[src/include/tcc_map.vh]
// constants for the timer channel capture core
// Behaviour
// 16-bit up-counter, readable any time
// wrap ffff to zero sets overflow flag
// clock: aclk/2,8,32,128,1024 or ext 0-2
// ext clocks from pins or chained lines
// clock invert flips counting edge
// gate passes clock while gate high
// ext signals slower than system clock
// enable/disable commands, b-capture, c-match disable
// disabled ignores start/stop; running flag
// trigger starts; b-capture/c-match stops clock
// mode bit: capture inputs, generation outputs
// soft trigger command triggers channel
// block sync triggers all channels
// c-match triggers when enabled
// generation external event trigger when enabled
// trigger zeroes counter at next edge
// edge settings load capture a and b
// a/b load sequencing
// reload before read sets overrun
// capture ext trigger source and edge
// status flags since last read
// channel drives interrupt line
// read clears flags; irq on masked flags
`ifndef TCC_MAP_VH
`define TCC_MAP_VH
`define TCC_CNT_MAX 16'hFFFF
`define TCC_CNT_ZERO 16'h0000
// clock select codes
`define TCC_CLK_DIV2 3'h0
`define TCC_CLK_DIV8 3'h1
`define TCC_CLK_DIV32 3'h2
`define TCC_CLK_DIV128 3'h3
`define TCC_CLK_DIV1024 3'h4
`define TCC_CLK_EXT0 3'h5
`define TCC_CLK_EXT1 3'h6
`define TCC_CLK_EXT2 3'h7
// edge codes
`define TCC_EDGE_NONE 2'h0
`define TCC_EDGE_RISE 2'h1
`define TCC_EDGE_FALL 2'h2
`define TCC_EDGE_BOTH 2'h3
// status bit positions
`define TCC_ST_OVF 0
`define TCC_ST_OVR 1
`define TCC_ST_CMC 2
`define TCC_ST_LDA 3
`define TCC_ST_LDB 4
`define TCC_ST_ETR 5
`define TCC_ST_W 6
`define TCC_PRESC_W 10
`endif

[src/design/tcc_edge_det.v]
// edge detector on a synchronous level
`timescale 1ns/1ps
module tcc_edge_det (
	input wire ref_clk,
	input wire rst,
	input wire sig,
	output wire rise,
	output wire fall
);
	reg prev; // last sampled level
	// remember previous level
	always @(posedge ref_clk) begin
		// follow the pin during reset, so a line idling high gives no false edge
		if (rst) begin
			prev <= sig;
		end else begin
			prev <= sig;
		end
	end
	assign rise = sig & ~prev;
	assign fall = ~sig & prev;
endmodule

[src/design/tcc_prescaler.v]
// free-running divider giving one-cycle ticks
`timescale 1ns/1ps
`include "tcc_map.vh"
module tcc_prescaler #(
	parameter W = `TCC_PRESC_W
) (
	input wire ref_clk,
	input wire rst,
	output wire [4:0] tick
);
	reg [W-1:0] cnt; // free divider
	// count every cycle; a tick marks the rising edge of each divided clock
	always @(posedge ref_clk) begin
		if (rst) begin
			cnt <= {W{1'b0}};
		end else begin
			cnt <= cnt + {{(W-1){1'b0}}, 1'b1};
		end
	end
	// ticks at /2,/8,/32,/128,/1024
	assign tick[0] = cnt[0];
	assign tick[1] = &cnt[2:0];
	assign tick[2] = &cnt[4:0];
	assign tick[3] = &cnt[6:0];
	assign tick[4] = &cnt[9:0];
endmodule

[src/design/tcc_channel.v]
// one timer channel: counter core, clock control, triggers, capture
`timescale 1ns/1ps
`include "tcc_map.vh"
module tcc_channel #(
	parameter CW = 16
) (
	input wire ref_clk,
	input wire rst,
	input wire block_clk_pin_0,
	input wire block_clk_pin_1,
	input wire block_clk_pin_2,
	input wire chain_line_a_0,
	input wire chain_line_a_1,
	input wire chain_line_a_2,
	input wire [5:0] block_config_reg,
	input wire io_line_a_in,
	input wire io_line_b_in,
	output wire io_line_a_oe,
	output wire io_line_b_oe,
	input wire wave_mode,
	input wire [2:0] clock_select,
	input wire clock_invert,
	input wire [1:0] gate_select,
	input wire disable_on_b_capture,
	input wire stop_on_b_capture,
	input wire disable_on_c_match,
	input wire stop_on_c_match,
	input wire trigger_on_c_match,
	input wire [1:0] capture_a_edge,
	input wire [1:0] capture_b_edge,
	input wire ext_trigger_source,
	input wire [1:0] ext_trigger_edge,
	input wire [1:0] ext_event_select,
	input wire [1:0] ext_event_edge,
	input wire ext_event_trigger_enable,
	input wire [CW-1:0] compare_reg_c,
	input wire clock_enable_cmd,
	input wire clock_disable_cmd,
	input wire soft_trigger_cmd,
	input wire block_sync_cmd,
	input wire read_status,
	input wire read_a,
	input wire read_b,
	input wire [`TCC_ST_W-1:0] irq_mask,
	output reg [CW-1:0] counter_value_reg,
	output reg [CW-1:0] capture_reg_a,
	output reg [CW-1:0] capture_reg_b,
	output reg [`TCC_ST_W-1:0] channel_status_reg,
	output reg clock_running_flag,
	output reg irq
);
	// ************************************************************
	// helper functions
	// ************************************************************
	// edge match against a two-bit edge code
	function edge_hit;
		input [1:0] code;
		input r;
		input f;
		begin
			edge_hit = ((code == `TCC_EDGE_RISE) & r) | ((code == `TCC_EDGE_FALL) & f) |
				((code == `TCC_EDGE_BOTH) & (r | f));
		end
	endfunction
	// pick one of three external clocks, code 0 means none
	function pick3;
		input [1:0] sel;
		input [2:0] v;
		begin
			case (sel)
				2'h1: pick3 = v[0];
				2'h2: pick3 = v[1];
				2'h3: pick3 = v[2];
				default: pick3 = 1'b0;
			endcase
		end
	endfunction
	// ************************************************************
	// external clock routing
	// ************************************************************
	reg [2:0] ext_clk; // ext_clk_in_0..2 after block routing
	// each input takes a pin or another channel's line a
	always @* begin
		case (block_config_reg[1:0])
			2'h0: ext_clk[0] = block_clk_pin_0;
			2'h2: ext_clk[0] = chain_line_a_1;
			2'h3: ext_clk[0] = chain_line_a_2;
			default: ext_clk[0] = 1'b0;
		endcase
		case (block_config_reg[3:2])
			2'h0: ext_clk[1] = block_clk_pin_1;
			2'h2: ext_clk[1] = chain_line_a_0;
			2'h3: ext_clk[1] = chain_line_a_2;
			default: ext_clk[1] = 1'b0;
		endcase
		case (block_config_reg[5:4])
			2'h0: ext_clk[2] = block_clk_pin_2;
			2'h2: ext_clk[2] = chain_line_a_0;
			2'h3: ext_clk[2] = chain_line_a_1;
			default: ext_clk[2] = 1'b0;
		endcase
	end
	// ************************************************************
	// clock edge selection
	// ************************************************************
	wire [4:0] div_tick; // internal divided clock ticks
	tcc_prescaler #(.W(`TCC_PRESC_W)) u_presc (
		.ref_clk(ref_clk),
		.rst(rst),
		.tick(div_tick)
	);
	reg ext_sel_lvl; // selected external clock, before inversion
	// external clocks are sampled; caller keeps them slow enough
	always @* begin
		case (clock_select)
			`TCC_CLK_EXT0: ext_sel_lvl = ext_clk[0];
			`TCC_CLK_EXT1: ext_sel_lvl = ext_clk[1];
			`TCC_CLK_EXT2: ext_sel_lvl = ext_clk[2];
			default: ext_sel_lvl = 1'b0;
		endcase
	end
	wire ext_rise;
	wire ext_fall;
	tcc_edge_det u_ext_clk (
		.ref_clk(ref_clk),
		.rst(rst),
		.sig(ext_sel_lvl),
		.rise(ext_rise),
		.fall(ext_fall)
	);
	reg [4:0] div_tick_d; // delayed ticks stand in for the falling half
	always @(posedge ref_clk) begin
		if (rst) begin
			div_tick_d <= 5'h00;
		end else begin
			div_tick_d <= div_tick;
		end
	end
	reg raw_edge; // active edge of the chosen clock
	// source choice and inversion
	always @* begin
		case (clock_select)
			`TCC_CLK_DIV2: raw_edge = clock_invert ? div_tick_d[0] : div_tick[0];
			`TCC_CLK_DIV8: raw_edge = clock_invert ? div_tick_d[1] : div_tick[1];
			`TCC_CLK_DIV32: raw_edge = clock_invert ? div_tick_d[2] : div_tick[2];
			`TCC_CLK_DIV128: raw_edge = clock_invert ? div_tick_d[3] : div_tick[3];
			`TCC_CLK_DIV1024: raw_edge = clock_invert ? div_tick_d[4] : div_tick[4];
			default: raw_edge = clock_invert ? ext_fall : ext_rise;
		endcase
	end
	// gate lets the edge through only while its signal is high
	wire gate_ok = (gate_select == 2'h0) | pick3(gate_select, ext_clk);
	// ************************************************************
	// io lines and event detection
	// ************************************************************
	// capture mode: both inputs; generation: a out, b out unless event select 0 takes the event from line b
	assign io_line_a_oe = wave_mode;
	assign io_line_b_oe = wave_mode & (ext_event_select != 2'h0);
	wire a_rise;
	wire a_fall;
	wire b_rise;
	wire b_fall;
	tcc_edge_det u_line_a (
		.ref_clk(ref_clk),
		.rst(rst),
		.sig(io_line_a_in),
		.rise(a_rise),
		.fall(a_fall)
	);
	tcc_edge_det u_line_b (
		.ref_clk(ref_clk),
		.rst(rst),
		.sig(io_line_b_in),
		.rise(b_rise),
		.fall(b_fall)
	);
	wire [2:0] ext_lvl_rise; // edges of the raw external clocks for events
	wire [2:0] ext_lvl_fall;
	genvar gi;
	generate
		for (gi = 0; gi < 3; gi = gi + 1) begin : g_evt
			tcc_edge_det u_evt (
				.ref_clk(ref_clk),
				.rst(rst),
				.sig(ext_clk[gi]),
				.rise(ext_lvl_rise[gi]),
				.fall(ext_lvl_fall[gi])
			);
		end
	endgenerate
	// capture external trigger: line a or b, edge code zero disables
	wire cap_ext_trig = ~wave_mode & (ext_trigger_source ?
		edge_hit(ext_trigger_edge, a_rise, a_fall) :
		edge_hit(ext_trigger_edge, b_rise, b_fall));
	reg evt_r; // selected generation event edges
	reg evt_f;
	// event on line b (select 0) or an external clock input
	always @* begin
		case (ext_event_select)
			2'h0: begin
				evt_r = b_rise;
				evt_f = b_fall;
			end
			2'h1: begin
				evt_r = ext_lvl_rise[0];
				evt_f = ext_lvl_fall[0];
			end
			2'h2: begin
				evt_r = ext_lvl_rise[1];
				evt_f = ext_lvl_fall[1];
			end
			default: begin
				evt_r = ext_lvl_rise[2];
				evt_f = ext_lvl_fall[2];
			end
		endcase
	end
	wire gen_event = wave_mode & edge_hit(ext_event_edge, evt_r, evt_f);
	wire gen_ext_trig = gen_event & ext_event_trigger_enable;
	wire ext_trig = cap_ext_trig | gen_ext_trig;
	// ************************************************************
	// capture and compare events
	// ************************************************************
	reg a_armed; // a may load: none since trigger, or b since last a
	reg b_armed; // b may load: a has loaded since trigger or last b
	wire c_match = (counter_value_reg == compare_reg_c);
	reg c_match_d; // match seen on previous cycle, for one event per hit
	wire c_event = c_match & ~c_match_d;
	wire load_a = ~wave_mode & edge_hit(capture_a_edge, a_rise, a_fall) & a_armed;
	wire load_b = ~wave_mode & edge_hit(capture_b_edge, a_rise, a_fall) & b_armed;
	// all trigger kinds merged
	wire trig = soft_trigger_cmd | block_sync_cmd | (trigger_on_c_match & c_event) | ext_trig;
	wire stop_evt = (~wave_mode & load_b & stop_on_b_capture) |
		(wave_mode & c_event & stop_on_c_match);
	wire dis_evt = (~wave_mode & load_b & disable_on_b_capture) |
		(wave_mode & c_event & disable_on_c_match);
	// ************************************************************
	// clock control
	// ************************************************************
	reg clk_started; // start/stop state
	reg trig_pend; // trigger waits for the next active edge
	// disable by command or event wins over enable; enable only by command
	always @(posedge ref_clk) begin
		if (rst) begin
			clock_running_flag <= 1'b0;
			clk_started <= 1'b0;
		end else begin
			if (clock_disable_cmd | dis_evt) begin
				clock_running_flag <= 1'b0;
			end else if (clock_enable_cmd) begin
				clock_running_flag <= 1'b1;
			end
			// start and stop only while enabled
			if (clock_running_flag) begin
				if (trig) begin
					clk_started <= 1'b1;
				end else if (stop_evt) begin
					clk_started <= 1'b0;
				end
			end
		end
	end
	wire cnt_edge = raw_edge & gate_ok & clock_running_flag & clk_started;
	// ************************************************************
	// counter
	// ************************************************************
	// count up; pending trigger zeroes it on the next active edge
	always @(posedge ref_clk) begin
		if (rst) begin
			counter_value_reg <= {CW{1'b0}};
			trig_pend <= 1'b0;
			c_match_d <= 1'b1; // counter and c both reset to zero: not a match event
		end else begin
			c_match_d <= c_match;
			if (cnt_edge) begin
				trig_pend <= trig;
				if (trig_pend) begin
					counter_value_reg <= {CW{1'b0}};
				end else begin
					counter_value_reg <= counter_value_reg + {{(CW-1){1'b0}}, 1'b1};
				end
			end else if (trig) begin
				trig_pend <= 1'b1;
			end
		end
	end
	// wrap from all ones while counting, not on a trigger reset
	wire ovf_evt = cnt_edge & ~trig_pend & (&counter_value_reg);
	// ************************************************************
	// capture registers
	// ************************************************************
	reg a_unread; // a holds a value not yet read
	reg b_unread; // b holds a value not yet read
	// load with sequencing; trigger rearms a and disarms b
	always @(posedge ref_clk) begin
		if (rst) begin
			capture_reg_a <= {CW{1'b0}};
			capture_reg_b <= {CW{1'b0}};
			a_armed <= 1'b1;
			b_armed <= 1'b0;
			a_unread <= 1'b0;
			b_unread <= 1'b0;
		end else begin
			if (load_a) begin
				capture_reg_a <= counter_value_reg;
			end
			if (load_b) begin
				capture_reg_b <= counter_value_reg;
			end
			if (trig) begin
				a_armed <= 1'b1;
				b_armed <= 1'b0;
			end else if (load_a) begin
				a_armed <= 1'b0;
				b_armed <= 1'b1;
			end else if (load_b) begin
				a_armed <= 1'b1;
				b_armed <= 1'b0;
			end
			// a load in the read cycle still counts as unread
			a_unread <= load_a | (a_unread & ~read_a);
			b_unread <= load_b | (b_unread & ~read_b);
		end
	end
	wire ovr_evt = (load_a & a_unread & ~read_a) | (load_b & b_unread & ~read_b);
	// ************************************************************
	// status and interrupt
	// ************************************************************
	reg [`TCC_ST_W-1:0] evt_vec; // this cycle's events
	always @* begin
		evt_vec = {`TCC_ST_W{1'b0}};
		evt_vec[`TCC_ST_OVF] = ovf_evt;
		evt_vec[`TCC_ST_OVR] = ovr_evt;
		evt_vec[`TCC_ST_CMC] = c_event;
		evt_vec[`TCC_ST_LDA] = load_a;
		evt_vec[`TCC_ST_LDB] = load_b;
		evt_vec[`TCC_ST_ETR] = ext_trig;
	end
	// sticky flags; a read clears, but a same-cycle event wins
	always @(posedge ref_clk) begin
		if (rst) begin
			channel_status_reg <= {`TCC_ST_W{1'b0}};
			irq <= 1'b0;
		end else begin
			channel_status_reg <= evt_vec | (channel_status_reg & {`TCC_ST_W{~read_status}});
			// irq follows masked flags
			irq <= |((evt_vec | (channel_status_reg & {`TCC_ST_W{~read_status}})) & irq_mask);
		end
	end
endmodule

[config.mk]
export PLATFORM = sky130hd
export DESIGN_NAME = tcc_channel
export DESIGN_NICKNAME = d
export VERILOG_FILES = /design/src/design/tcc_edge_det.v /design/src/design/tcc_prescaler.v /design/src/design/tcc_channel.v
export VERILOG_INCLUDE_DIRS = /design/src /design/src/include
export SDC_FILE = /design/constraint.sdc
export NUM_CORES = 1
export LEC_CHECK = 0
export BUFFER_PORTS_ARGS = -buffer_cell sky130_fd_sc_hd__buf_2
export CAP_MARGIN = 20
export CORE_UTILIZATION = 45
export DETAILED_ROUTE_END_ITERATION = 8
export PLACE_DENSITY = 0.72
export SLEW_MARGIN = 20
export SYNTH_ARGS = -nofsm -noshare
export SYNTH_HDL_FRONTEND = slang
export SYNTH_SLANG_ARGS = --single-unit
[constraint.sdc]
create_clock -name ref_clk -period 5.1 [get_ports ref_clk]
set_clock_uncertainty 0.05 [all_clocks]
set_input_delay 0.255 -clock ref_clk [delete_from_list [all_inputs] [get_ports ref_clk]]
set_output_delay 0.255 -clock ref_clk [all_outputs]
set_load 0.01 [all_outputs]
==> metrics <==
Via density=5.42; clock root cell=clkbuf_8; Die H=96.5 µm; Filler cells=slightly above 800; Worst Path Max Fanout=4; status=finished with violations; HP Class=input pin to flip-flop; number of inserted diodes=0; register area share after synthesis=about two fifths; Tmin final=3.17 ns; routed vias=about 3800; Async SR Flop Fraction=0%; vias in the first global route=~3400; remaining global-route overflow=0; Setup Fix Bufs, Post-CTS=0; Detail Route Antenna Nets=0; largest net degree at the start of global routing=78; failing checks=design-rule violations; share of layout cells above drive strength 1=26.4%; YS warnings=0; Final setup viols=0; area leader, netlist=dfxtp_1; Post-Layout Cell Count=between 600 and 700; DP Worst Slack=2.03 ns; Synthesized Nets=555; IO Pins=about 130; initial antenna violation count=0; crit end category=flip-flop; WL final=10.1 mm; placed cell area=4680 µm²; Max-cap violations=0; dpl cells=about 680; worst path arrival time=3.35 ns; CTS Sinks=84; initial core utilization=between 40% and 50%; PwrDens=between 200 and 300 nW/µm²; DR iter-0 viols=98; nets@finish=660; TritonRoute pass-1 iters=7; cell area after layout=roughly 4900 µm²; Lkg Pwr=0.00208 µW; startpoint types=input pin; grt met2 use=between 30% and 40%; Mapped Avg Cell Area=around 8.4 µm²; sum of negative setup slack=0 ns; PnR worst setup slack=1.93 ns; clock transition at the registers of the reported paths=about 0.080 ns; dominant synthesized flop cell=dfxtp_1; Mapped Cells=around 480; Post-synth EDFFs=0; Synth cell types=54; kind of critical path=input pin to flip-flop; Fin. Hold Viols=0; gr busiest metal=met2; fmax=around 320 MHz; buffers from clock root to sink, at most=2; Final Total Pwr=roughly 1300 µW; CTS Buf Count=9; synth top area cells=dfxtp_1 (42%), nand2_1 (6.9%), mux2i_1 (4.5%); dpl hpwl=just under 7 mm; port bufs=about 130; Max Transition Viols Final=0; Worst EP required=~5.3 ns; Clock Latency Late Sink=0.36 ns; RSZ-0062 raised after global routing=no; Synth Register Bits=84; GR Util All Layers=a little over a fifth; CTS tree=built; max_slew headroom=between 20% and 30%; htree depth=3; Least-Margin Pin Slew=approximately 1.1 ns; Synth top cells by count=dfxtp_1 (84), nand2_1 (74), nor2_1 (39); DRC viols=1; GP Congestion=0.747; cell area after synthesis=around 4000 µm²; cell row count=34; count leader, synth=dfxtp_1; Core Region=8680 µm²; met1 Use GR=between 20% and 30%; Tcrit/Tclk final=62.2%; worst vdd ir=between 0.1 and 0.15 mV; GR Util met3=~3.2%; Synth top area share=41.8%; die width=about 97 µm; first-pass GRT wire length=15.7 mm; wire per inst=14.6 µm; Die ar.=~9300 µm²; Area Growth Syn to Fin=21.9%
==> per-stage QoR <==
step | hold slack, ns | util, %
2_1_floorplan | 0.233 | -
3_3_place_gp | 0.338 | 53.9
3_5_place_dp | 0.346 | 53.9
4_1_cts | 0.0378 | 56.5
5_1_grt | 0.0400 | 56.5
6_report | 0.0572 | 56.5
==> path summary, 6_finish.rpt <==
path	startpoint	end	slack [ns]	depth (start not counted)
setup / recovery	io_line_a_in	a_armed$_SDFFE_PP1P_	1.93	11
hold / removal	disable_on_c_match	clock_running_flag$_SDFFE_PP0P_	0.06	2
setup reg to reg	u_presc.cnt[0]$_SDFF_PP0_	irq$_SDFF_PP0_	2.13	8
hold reg to reg	capture_reg_b[2]$_SDFFE_PP0P_	capture_reg_b[2]$_SDFFE_PP0P_	0.40	2
==> cells in the final DEF, fill, tap and decap left out, types with 2 or more instances in the layout <==
| cell type | Yosys | routed |
|---|---|---|
| nor2_1 | 39 | 39 |
| o21ai_0 | 6 | 6 |
| o32a_1 | 2 | 2 |
| a311oi_1 | 3 | 3 |
| xnor2_1 | 2 | 2 |
| nand3b_1 | 9 | 9 |
| a2111oi_0 | 2 | 2 |
| dlygate4sd3_1 | 0 | 2 |
| mux2_2 | 3 | 3 |
| clkbuf_8 | 0 | 11 |
| ha_1 | 8 | 8 |
| dfxtp_1 | 84 | 84 |
| a221oi_1 | 2 | 2 |
| nand3_1 | 11 | 11 |
| or4b_1 | 5 | 5 |
| a31oi_1 | 17 | 17 |
| and3_1 | 5 | 5 |
| a211oi_1 | 4 | 2 |
| or3b_2 | 5 | 5 |
| mux2i_1 | 18 | 18 |
| buf_4 | 1 | 2 |
| a211oi_4 | 0 | 2 |
| or4_1 | 8 | 8 |
| nand2b_1 | 3 | 3 |
| o21a_1 | 3 | 3 |
| nor3b_1 | 5 | 5 |
| nand4_1 | 6 | 6 |
| nor4_1 | 7 | 7 |
| nor2b_1 | 11 | 11 |
| nand2_1 | 74 | 74 |
| a22oi_1 | 3 | 3 |
| xor2_1 | 19 | 19 |
| o211ai_1 | 3 | 3 |
| inv_1 | 19 | 19 |
| or3_1 | 4 | 4 |
| nor3_1 | 2 | 2 |
| a21oi_1 | 33 | 33 |
| buf_2 | 0 | 126 |
| o31ai_1 | 2 | 2 |
==> cells by family (layout without fill, tap and decap cells) <==
kind of cell,Yosys count,count (layout),synth area share [%]
AOI/OAI and AO/OA,88,88,14.2
xor gates and xnor gates,21,21,4.58
adders and majority gates,8,8,2.49
and+or+nand+nor,199,199,25.3
muxes,23,23,6.16
DFF,84,84,41.8
buffers and inverters,55,164,5.45
==> repair_timing <==
| item | 4_1_cts | 5_1_grt |
|---|---|---|
| endpoints found under the hold margin | 2 | 0 |
| hold buffers | 2 | 0 |
| resized for setup | 0 | 0 |
==> critical path, stage by stage <==
cell and delay, ns:
dlygate4sd3_1 0.52, buf_2 0.12, inv_1 0.04, ha_1 0.30
inv_1 0.04, mux4_2 0.45, a21oi_1 0.15, o32a_1 0.18
nand2_1 0.05, a2111oi_0 0.73, or3b_2 0.50
==> cell type report <==
cell class / count / area (µm²) / area share, %
multi-input cells: 339 / 2140 / 43.8
clock inverters: 3 / 46.3 / 0.945
inverters: 19 / 71.3 / 1.46
flip-flops and latches: 84 / 1680 / 34.3
repair buffers: 130 / 666 / 13.6
clock buffers: 12 / 155 / 3.17
well taps: 108 / 135 / 2.76
==> power breakdown <==
group / total (µW) / switching [µW] / internal [µW]
sequential: 675 / 9.18 / 665
clock: 490 / 238 / 252
combinational: 114 / 60.9 / 53.5
==> layer usage <==
metal,up-vias,share of wire [%]
li1,1889,-
met1,1755,45
met2,114,48
met3,9,5.6
met4,0,1.4
met5,-,0
Power figures use the tool's default switching activity.
